--- src/uied_regs.vh ---
`ifndef UIED_REGS_VH
`define UIED_REGS_VH
// Descriptor lengths and type codes.
`define UIED_IF_LEN 8'h09
`define UIED_IF_TYPE 8'h04
`define UIED_EP_LEN 8'h07
`define UIED_EP_TYPE 8'h05
// Interface descriptor fixed values.
`define UIED_IF_NUM 8'h00
`define UIED_IF_ALT 8'h00
`define UIED_IF_NEP 8'h03
// Interface descriptor defaults without EEPROM.
`define UIED_DEF_CLASS 8'hFF
`define UIED_DEF_SUBCLASS 8'h00
`define UIED_DEF_PROTO 8'hFF
`define UIED_DEF_STRIDX 8'h00
// Endpoint addresses and attributes.
`define UIED_EP1_ADDR 8'h81
`define UIED_EP2_ADDR 8'h02
`define UIED_EP3_ADDR 8'h83
`define UIED_ATTR_BULK 8'h02
`define UIED_ATTR_INTR 8'h03
`define UIED_BULK_IVL 8'h00
// Maximum packet sizes.
`define UIED_MPS_FS 16'h0040
`define UIED_MPS_HS 16'h0200
`define UIED_MPS_INTR 16'h0010
// Interrupt polling interval defaults.
`define UIED_DEF_IVL_HS 8'h04
`define UIED_DEF_IVL_FS 8'h01
// Response byte layout: interface then three endpoints.
`define UIED_IF_BASE 6'h00
`define UIED_EP1_BASE 6'h09
`define UIED_EP2_BASE 6'h10
`define UIED_EP3_BASE 6'h17
`define UIED_TOTAL 6'h1E
// Interface descriptor field offsets.
`define UIED_IF_OFF_LEN 6'h00
`define UIED_IF_OFF_TYPE 6'h01
`define UIED_IF_OFF_NUM 6'h02
`define UIED_IF_OFF_ALT 6'h03
`define UIED_IF_OFF_NEP 6'h04
`define UIED_IF_OFF_CLASS 6'h05
`define UIED_IF_OFF_SUBCLASS 6'h06
`define UIED_IF_OFF_PROTO 6'h07
`define UIED_IF_OFF_STRIDX 6'h08
// Endpoint descriptor field offsets.
`define UIED_EP_OFF_LEN 3'h0
`define UIED_EP_OFF_TYPE 3'h1
`define UIED_EP_OFF_ADDR 3'h2
`define UIED_EP_OFF_ATTR 3'h3
`define UIED_EP_OFF_MPSL 3'h4
`define UIED_EP_OFF_MPSH 3'h5
`define UIED_EP_OFF_IVL 3'h6
// Descriptor selectors carried on the request pointer.
`define UIED_SEL_ALL 3'h0
`define UIED_SEL_IF 3'h1
`define UIED_SEL_EP1 3'h2
`define UIED_SEL_EP2 3'h3
`define UIED_SEL_EP3 3'h4
`endif

--- src/uied_ep_byte.v ---
`timescale 1ns/1ps
`include "uied_regs.vh"
// Returns one byte of a seven-byte endpoint descriptor by offset.
module uied_ep_byte (
   input wire [2:0] offs,
   input wire [7:0] addr,
   input wire [7:0] attr,
   input wire [15:0] mps,
   input wire [7:0] ivl,
   output reg [7:0] data
);
   // Field order is length, type, address, attributes, size low, size high, interval.
   always @* begin
      case (offs)
         `UIED_EP_OFF_LEN: data = `UIED_EP_LEN;
         `UIED_EP_OFF_TYPE: data = `UIED_EP_TYPE;
         `UIED_EP_OFF_ADDR: data = addr;
         `UIED_EP_OFF_ATTR: data = attr;
         `UIED_EP_OFF_MPSL: data = mps[7:0];
         `UIED_EP_OFF_MPSH: data = mps[15:8];
         `UIED_EP_OFF_IVL: data = ivl;
         default: data = 8'h00;
      endcase
   end
endmodule

--- src/uied_desc.v ---
`timescale 1ns/1ps
`include "uied_regs.vh"
// Operation
// - Interface descriptor nine bytes, fixed header fields.
// - Class bytes from EEPROM, else defaults.
// - Fixed bulk IN descriptor, address 81h.
// - Fixed bulk OUT descriptor, address 02h.
// - Bulk packet size 64 FS, 512 HS.
// - Fixed interrupt descriptor, address 83h, size 10h.
// - Interrupt interval per speed from EEPROM.
// - Interval defaults 04h HS, 01h FS.
// - Request pointer selects descriptor bytes returned.
module uied_desc (
   input wire clk,
   input wire sys_rst,
   input wire high_speed,
   input wire ee_load,
   input wire [7:0] ee_class,
   input wire [7:0] ee_subclass,
   input wire [7:0] ee_proto,
   input wire [7:0] ee_stridx,
   input wire [7:0] ee_ivl_hs,
   input wire [7:0] ee_ivl_fs,
   input wire req_valid,
   input wire [2:0] req_sel,
   input wire [5:0] req_len,
   input wire byte_ready,
   output reg byte_valid,
   output reg [7:0] byte_data,
   output reg byte_last
);
   // Fields that the EEPROM loader may overwrite.
   reg [7:0] class_q;
   reg [7:0] subclass_q;
   reg [7:0] proto_q;
   reg [7:0] stridx_q;
   reg [7:0] ivl_hs_q;
   reg [7:0] ivl_fs_q;
   reg busy_q;
   reg [5:0] idx_q;
   reg [5:0] end_q;
   reg hs_q;
   reg [5:0] start_d;
   reg [5:0] stop_d;
   reg [5:0] lim_d;
   reg [5:0] nidx_d;
   reg [7:0] if_byte;
   reg [7:0] pick_d;
   wire [7:0] ep1_byte;
   wire [7:0] ep2_byte;
   wire [7:0] ep3_byte;
   wire [15:0] bulk_mps;
   wire [7:0] intr_ivl;
   wire [5:0] rel1;
   wire [5:0] rel2;
   wire [5:0] rel3;

   // EEPROM-loaded fields, reset to the no-EEPROM defaults.
   // Header fields are not loaded: hardware holds them at their compliant values.
   always @(posedge clk or posedge sys_rst) begin
      if (sys_rst) begin
         class_q <= `UIED_DEF_CLASS;
         subclass_q <= `UIED_DEF_SUBCLASS;
         proto_q <= `UIED_DEF_PROTO;
         stridx_q <= `UIED_DEF_STRIDX;
         ivl_hs_q <= `UIED_DEF_IVL_HS;
         ivl_fs_q <= `UIED_DEF_IVL_FS;
      end else if (ee_load) begin
         class_q <= ee_class;
         subclass_q <= ee_subclass;
         proto_q <= ee_proto;
         stridx_q <= ee_stridx;
         ivl_hs_q <= ee_ivl_hs;
         ivl_fs_q <= ee_ivl_fs;
      end
   end

   // Speed-dependent fields; speed is latched per response so it cannot tear mid-stream.
   assign bulk_mps = hs_q ? `UIED_MPS_HS : `UIED_MPS_FS;
   assign intr_ivl = hs_q ? ivl_hs_q : ivl_fs_q;

   // Interface descriptor bytes; header fields are fixed in hardware.
   // Offsets past the interface window read as zero; the mux never selects them.
   always @* begin
      case (idx_q)
         `UIED_IF_OFF_LEN: if_byte = `UIED_IF_LEN;
         `UIED_IF_OFF_TYPE: if_byte = `UIED_IF_TYPE;
         `UIED_IF_OFF_NUM: if_byte = `UIED_IF_NUM;
         `UIED_IF_OFF_ALT: if_byte = `UIED_IF_ALT;
         `UIED_IF_OFF_NEP: if_byte = `UIED_IF_NEP;
         `UIED_IF_OFF_CLASS: if_byte = class_q;
         `UIED_IF_OFF_SUBCLASS: if_byte = subclass_q;
         `UIED_IF_OFF_PROTO: if_byte = proto_q;
         `UIED_IF_OFF_STRIDX: if_byte = stridx_q;
         default: if_byte = 8'h00;
      endcase
   end

   // Offsets relative to each endpoint window; only the low three bits are used.
   assign rel1 = idx_q - `UIED_EP1_BASE;
   assign rel2 = idx_q - `UIED_EP2_BASE;
   assign rel3 = idx_q - `UIED_EP3_BASE;

   // Bulk IN endpoint descriptor.
   uied_ep_byte u_ep1 (
      .offs(rel1[2:0]),
      .addr(`UIED_EP1_ADDR),
      .attr(`UIED_ATTR_BULK),
      .mps(bulk_mps),
      .ivl(`UIED_BULK_IVL),
      .data(ep1_byte)
   );

   // Bulk OUT endpoint descriptor.
   uied_ep_byte u_ep2 (
      .offs(rel2[2:0]),
      .addr(`UIED_EP2_ADDR),
      .attr(`UIED_ATTR_BULK),
      .mps(bulk_mps),
      .ivl(`UIED_BULK_IVL),
      .data(ep2_byte)
   );

   // Interrupt IN endpoint descriptor.
   uied_ep_byte u_ep3 (
      .offs(rel3[2:0]),
      .addr(`UIED_EP3_ADDR),
      .attr(`UIED_ATTR_INTR),
      .mps(`UIED_MPS_INTR),
      .ivl(intr_ivl),
      .data(ep3_byte)
   );

   // Byte mux over the concatenated response image.
   // Windows are tested in image order, so each test needs only an upper bound.
   always @* begin
      if (idx_q < `UIED_EP1_BASE) begin
         pick_d = if_byte;
      end else if (idx_q < `UIED_EP2_BASE) begin
         pick_d = ep1_byte;
      end else if (idx_q < `UIED_EP3_BASE) begin
         pick_d = ep2_byte;
      end else begin
         pick_d = ep3_byte;
      end
   end

   // Request pointer decode into a start and end byte within the image.
   always @* begin
      case (req_sel)
         `UIED_SEL_ALL: begin
            start_d = `UIED_IF_BASE;
            stop_d = `UIED_TOTAL;
         end
         `UIED_SEL_IF: begin
            start_d = `UIED_IF_BASE;
            stop_d = `UIED_EP1_BASE;
         end
         `UIED_SEL_EP1: begin
            start_d = `UIED_EP1_BASE;
            stop_d = `UIED_EP2_BASE;
         end
         `UIED_SEL_EP2: begin
            start_d = `UIED_EP2_BASE;
            stop_d = `UIED_EP3_BASE;
         end
         `UIED_SEL_EP3: begin
            start_d = `UIED_EP3_BASE;
            stop_d = `UIED_TOTAL;
         end
         // Unknown selectors give an empty window, so the request is dropped.
         default: begin
            start_d = `UIED_IF_BASE;
            stop_d = `UIED_IF_BASE;
         end
      endcase
      // A shorter host request length truncates the response.
      if (req_len != 6'h00 && (stop_d - start_d) > req_len) begin
         lim_d = start_d + req_len;
      end else begin
         lim_d = stop_d;
      end
      // Index of the byte after the one now being loaded.
      nidx_d = idx_q + 6'h01;
   end

   // Streaming engine: one byte per accepted handshake.
   always @(posedge clk or posedge sys_rst) begin
      if (sys_rst) begin
         busy_q <= 1'b0;
         idx_q <= 6'h00;
         end_q <= 6'h00;
         hs_q <= 1'b0;
         byte_valid <= 1'b0;
         byte_data <= 8'h00;
         byte_last <= 1'b0;
      end else if (!busy_q) begin
         // Idle: wait for a request that selects a nonzero length.
         byte_valid <= 1'b0;
         byte_last <= 1'b0;
         if (req_valid && lim_d != start_d) begin
            busy_q <= 1'b1;
            idx_q <= start_d;
            end_q <= lim_d;
            hs_q <= high_speed;
         end
      end else if (!byte_valid || byte_ready) begin
         // Busy: load a byte when none is shown or the shown one is taken.
         if (byte_valid && byte_last) begin
            // The last byte is taken; a new request is taken one edge later.
            busy_q <= 1'b0;
            byte_valid <= 1'b0;
            byte_last <= 1'b0;
         end else begin
            // Present the byte at the index and step to the next one.
            byte_valid <= 1'b1;
            byte_data <= pick_d;
            byte_last <= (nidx_d == end_q);
            idx_q <= nidx_d;
         end
      end
   end
endmodule

--- config.mk ---
export PLATFORM = sky130hd
export DESIGN_NAME = uied_desc
export DESIGN_NICKNAME = d
export VERILOG_FILES = /design/src/uied_ep_byte.v /design/src/uied_desc.v
export VERILOG_INCLUDE_DIRS = /design/src
export SDC_FILE = /design/constraint.sdc
export NUM_CORES = 1
export LEC_CHECK = 0
export BUFFER_PORTS_ARGS = -buffer_cell sky130_fd_sc_hd__buf_4
export CAP_MARGIN = 20
export CORE_ASPECT_RATIO = 0.75
export CORE_MARGIN = 3
export CORE_UTILIZATION = 55
export CTS_BUF_LIST = sky130_fd_sc_hd__clkbuf_8
export CTS_CLUSTER_DIAMETER = 60
export DETAILED_ROUTE_END_ITERATION = 12
export PLACE_DENSITY = 0.92
export SYNTH_ARGS = -nofsm -noshare
export SYNTH_HDL_FRONTEND = slang
export SYNTH_HIERARCHICAL = 1
export SYNTH_SLANG_ARGS = --single-unit
export TNS_END_PERCENT = 5
--- constraint.sdc ---
create_clock -name clk -period 2.52 [get_ports clk]
set_input_delay 0.252 -clock clk [delete_from_list [all_inputs] [get_ports clk]]
set_output_delay 0.252 -clock clk [all_outputs]
set_load 0.02 [all_outputs]
* Yosys cells after proc, flatten, opt, wreduce, memory -nomap -nowiden
Cells that the tools add are included.
Word-level totals: flip-flop bits (word level) 72, bits in latches 0, bits in writable memories 0, ROM bits 0, output and inout bits 10, word-level logic and storage cells 96, memories kept 0
Cells by class: add/sub/neg operators 6, multipliers 0, divide/modulo/power cells 0, magnitude comparators 4, equality and inequality tests 29, shifts and indexed selects 0, muxes and demuxes 25, bitwise gates (word level) 2, reduce and logical (&&, ||, !) cells 17
Operators with widths (count):
- $pmux 8 s6 | 2
- $pmux 8 s7 | 1
- $pmux 8 s5 | 1
- $mux 8 | 4
- $mux 6 | 5
- $eq 3x2->1 const B | 8
- $eq 6x3->1 const B | 4
- $eq 3x3->1 const B | 7
- $pmux 5 s4 | 1
- $pmux 5 s3 | 1
- $eq 3x1->1 const B | 4
- $logic_not 3->1 | 4
- $lt 6x5->1 const B | 2
- $mux 10 | 1
- $mux 1 | 9
- $add 6x1->6 const B | 1
- $add 6x6->6 | 1
- $eq 6x1->1 const B | 1
- $eq 6x4->1 const B | 1
- $eq 6x6->1 | 1
- $gt 6x6->1 | 1
- $logic_not 6->1 | 1
- $lt 6x4->1 const B | 1
- $ne 6x6->1 | 1
- other kinds (14) | 20

* Logic depth before layout (Yosys ltp)
depth in word-level cells 11, depth in mapped cells 19, depth with buffers taken out 15

* Hierarchy
Netlist, hierarchy kept.
Modules (own cells, without submodules):
- uied_desc | instances 1, cells an instance 422, area an instance 4337.9 sq um
- uied_ep_byte | instances 3, cells an instance 50, area an instance 396.6 sq um

* Worst setup path before layout
No wires, ideal clock.
kind in2reg, start point input req_sel[0], end point register idx_q[0], library setup time 126 ps, arrival time 3198 ps, path slack -804 ps, stages on the path 15, buffers on the path 3, cell sequence buf_4 or3b_1 buf_6 nand2_1 ha_1 inv_1 fa_1 nand2b_1 o2bb2ai_1 xnor2_1 o21ai_0 a32o_2 a31o_1 buf_6 a311o_1
Between the ends: cells in the longest elaborated chain, start to end 11
Ends and longest elaborated chain:
- start: declaration | line uied_desc.v:25 | input wire [2:0] req_sel,
- $eq 3x3->1 or $logic_not 3->1 (tied branches) | line uied_desc.v:150 | case (req_sel)
- $reduce_or 2->1 (no line)
- $pmux 5 s4 | line uied_desc.v:150
- $sub 6x6->6 | line uied_desc.v:178 | if (req_len != 6'h00 && (stop_d - start_d) > req_len) begin
- $gt 6x6->1 | line uied_desc.v:178
- $logic_and 1x1->1 | line uied_desc.v:178
- $mux 6 | line uied_desc.v:178
- $ne 6x6->1 | line uied_desc.v:201 | if (req_valid && lim_d != start_d) begin
- $logic_and 1x1->1 | line uied_desc.v:201
- $reduce_bool 2->1 (no line)
- $reduce_and 3->1 (no line)
- end signal: assignment | line uied_desc.v:203 | idx_q <= start_d;
- end signal: assignment | line uied_desc.v:219 | idx_q <= nidx_d;
- end: declaration | line uied_desc.v:40 | reg [5:0] idx_q;
Several ways; a longest one is shown, not always the timed one. The select of a mux whose other input is x is not followed. A chain may end at the register's enable or synchronous reset.

* Worst setup path after layout
start point input req_sel[2], end point register end_q[1]
Between the ends: cells in the longest elaborated chain, start to end 10
Ends and longest elaborated chain:
- $eq 3x3->1 or $logic_not 3->1 (tied branches) | line uied_desc.v:150
- $reduce_or 2->1 (no line)
- $pmux 5 s4 | line uied_desc.v:150
- $sub 6x6->6 | line uied_desc.v:178
- $gt 6x6->1 | line uied_desc.v:178
- $logic_and 1x1->1 | line uied_desc.v:178
- $mux 6 | line uied_desc.v:178
- $ne 6x6->1 | line uied_desc.v:201
- $logic_and 1x1->1 | line uied_desc.v:201
- $reduce_and 2->1 (no line)
- end signal: assignment | line uied_desc.v:204 | end_q <= lim_d;
- end: declaration | line uied_desc.v:41 | reg [5:0] end_q;
Several ways; a longest one is shown, not always the timed one.

==> results.py <==
metrics = {
    "final_layout": {
        "antenna_cells": 0,
        "synthToLayoutAreaGrowth_pct": 30.5,
        "finalNetCount": 865,
        "fin_cells": 920,
        "fin_area_sq_mm": 0.00721,
        "layout-drive-gt1-share_pct": 34.5,
        "final_cell_mix": "buf_4 (127), conb_1 (108), mux2_2 (57)",
        "final_common_cell": "buf_4",
    },
    "routing": {
        "drtPass1Iterations": 6,
        "vias_per_cell": 5.97,
        "drcViolationCount": 0,
        "drt_iter0_drc": 687,
        "ant_nets": 0,
        "drt_wl_total_mm": 16.9,
        "routedWlPerCell_microns": 18.4,
        "vias": 5491,
    },
    "grt": {
        "track_usage_pct": 28.8,
        "grt_pass1_wl_mm": 26.3,
        "grt_pass1_vias": 5563,
        "grt_start_max_net_pins": 49,
        "antenna_found_initial": 0,
        "overflow": 0,
    },
    "placement": {
        "place_congestion": 0.908,
        "place_inst": 894,
        "dp.final_hpwl_mm": 11.3,
        "port_buffers": 72,
        "dpl_cell_area_sq_mm": 0.00678,
    },
    "sta": {
        "fin_ws_ns": -0.740,
        "relSlewSlack_pct": 50.8,
        "maxSlewViolCount": 0,
        "layout_min_cycle_time_ns": 3.26,
        "setup_violations": 14,
        "worstMarginPinSlew_ns": 0.737,
        "final-hold-violation-count": 0,
        "finalCritPeriodShare_pct": 129,
        "rsz0062_at_grt": "true",
        "timing.fmax_mhz": 307,
        "clock_skew_ns": 0.0202,
    },
    "clocking": {
        "worstSkewPairLatency_ns": 0.36,
        "cts_tree": "done",
        "hold_buffers": 0,
        "numClockSinks": 72,
        "path_clk_slew_ns": 0.09,
        "cts_buffer_depth": 2,
        "clock-root-buffer": "clkbuf_8",
        "cts_made_buffers": 9,
        "cts_htree_levels": 3,
    },
    "worst_setup_path": {
        "criticalPathCategory": "in2reg",
        "cp.required_ns": 2.81,
        "reg2reg_to": "byte_data[0]",
        "end_kind": "register",
        "critPathLaunchType": "primary input",
        "crit_path_max_fanout": 6,
        "r2r_cells": 7,
        "cp.arrival_ns": 3.55,
        "regToRegSetupSlack_ns": 0.06,
        "reg2reg_from": "idx_q[0]",
    },
    "pwr": {
        "power_density_mw_per_mm2": 1050,
        "peakVddDrop_v": 0.000580,
        "p_leak_nw": 3.49,
        "finalPower_mw": 7.60,
    },
    "run_status": {
        "violations": "setup timing",
        "status": "complete, but fails checks",
    },
    "die": {
        "die_h_microns": 92.8,
        "die_w_microns": 122,
        "initial_core_util_pct": 56.8,
        "coreArea_sq_mm": 0.00974,
        "rows": 31,
        "ios": 73,
        "die-area_sq_mm": 0.0113,
    },
    "hold_path": {
        "hold_class": "in2async",
    },
    "synth": {
        "muxShareOfSynthArea_pct": 17.2,
        "synth_area_sq_mm": 0.00553,
        "synthSimpleGateAreaFrac_pct": 13.9,
        "synth-compound-area-share_pct": 22.1,
        "ys.flop_type": "dfrtp_1",
        "synthXorXnorAreaFrac_pct": 2.54,
        "synth_cells": 572,
        "synth_top_family_by_area": "compound AO/OA/AOI/OAI gates",
        "yosys_warnings": 6,
        "yosys.cell_types.count": 64,
        "synth_edf_count": 0,
        "synth-seq-area-share_pct": 33.0,
        "avgSynthCellArea_sq_um": 9.66,
        "synth-adder-area-share_pct": 4.44,
        "async_flop_share_pct": 100,
        "synth-seq-cells": 72,
    },
    "flow_run": {
        "maxCapViolations": 0,
    },
}
## power by group
group	leakage, nW	total [mW]	internal (mW)	switching (mW)
clock network	0.0995	0.904	0.386	0.518
logic	2.55	4.99	2.25	2.74
registers	0.840	1.70	1.42	0.286
## per-layer routing
layer / up-vias / wire [microns] / part of all wire, % / track usage (%)
met1: 2625 / 6460 / 38 / 35.5
met3: 81 / 1460 / 8.6 / 5.37
met4: 0 / 738 / 4.4 / 12.2
li1: 2437 / - / - / -
met5: - / 0 / 0 / 0
met2: 348 / 8260 / 49 / 49.6
## worst max path at each step
stage | from | endpoint | slack, ns
after global placement | req_sel[0] | hs_q | -0.90
final | req_sel[2] | end_q[1] | -0.74
after global routing | req_sel[2] | end_q[1] | -0.84
after floorplan | req_sel[0] | idx_q[0] | -0.73
after detailed placement | req_sel[0] | hs_q | -1.11
after CTS | req_sel[0] | idx_q[3] | -0.49
## critical path, stage by stage
cell	delay (ns)
buf_4	0.13
nor2_2	0.11
nand2_2	0.09
ha_4	0.27
nor2_1	0.15
nand2_1	0.07
o21ai_0	0.08
ha_1	0.30
and4_1	0.23
a32oi_1	0.21
o31a_1	0.31
o21ai_1	0.19
a32o_2	0.33
a31o_4	0.26
buf_6	0.13
a211oi_1	0.28
a21o_1	0.15
## stage by stage
step	hold WS [ns]	utilization [%]	setup TNS [ns]	setup WS, ns
finish	0.0188	74.1	-8.63	-0.740
global placement	0.392	69.6	-11.03	-0.898
CTS	0.0514	73.0	-6.06	-0.493
floorplan	0.381	-	-8.92	-0.731
detailed placement	0.429	69.6	-13.97	-1.11
global route	0.0865	74.1	-10.35	-0.841
## area by class of cell
| class | instances | area [sq um] |
|---|---|---|
| clock buffer | 9 | 124 |
| clock inverter | 7 | 71.3 |
| fill | 585 | 2520 |
| inverter | 23 | 86.3 |
| multi-input combinational | 541 | 3870 |
| sequential | 72 | 1820 |
| tap | 132 | 165 |
| timing repair buffer | 136 | 1070 |
## cell usage after synthesis (6+ instances only)
master	number	area share, %
a211o_1	8	1.3
a211oi_1	10	1.4
a21o_1	7	0.95
a21oi_1	31	2.8
a221o_1	15	2.7
a222oi_1	6	1.1
a22o_1	18	2.9
a32oi_1	7	1.1
and3b_1	9	1.4
buf_6	15	3.1
clkbuf_1	18	1.2
dfrtp_1	54	24
dfstp_2	18	8.6
ha_1	18	4.1
inv_1	23	1.6
mux2_2	57	12
mux2i_1	31	5.6
nand2_1	33	2.2
nand2b_1	9	1.0
nand3_1	11	1.0
nor2_1	45	3.1
nor2b_1	6	0.68
nor2b_4	6	1.5
o21ai_0	25	2.3
o21ai_1	7	0.63
xnor2_1	8	1.3
xor2_1	8	1.3
## kinds of logic (layout without fill, tap and decap cells)
group                      count (synthesis)  in the layout
AOI/OAI and AO/OA                        166            166
and+or+nand+nor                          144            144
muxes                                     88             88
DFF                                       72             72
buffers and inverters                     65            175
adders and majority gates                 19             19
xor gates and xnor gates                  16             16
other                                      2            108
## repair_timing
action | 4_1_cts | 5_1_grt
endpoints found under the setup margin | 14 | 21
hold endpoints to repair | 0 | 0
pin swaps | 14 | 12
cloned | 0 | 0
resized for setup | 22 | 21
setup buffers | 7 | 3
## flip-flops by register name, indices dropped and copies added, names as in the netlist
| register | count |
|---|---|
| ivl_fs_q | 8 |
| class_q | 8 |
| proto_q | 8 |
| byte_data | 8 |
| end_q | 6 |
| stridx_q | 8 |
| busy_q | 1 |
| ivl_hs_q | 8 |
| idx_q | 6 |
| subclass_q | 8 |
| byte_valid | 1 |
| hs_q | 1 |
| byte_last | 1 |
(Power assumes the default switching activity.)
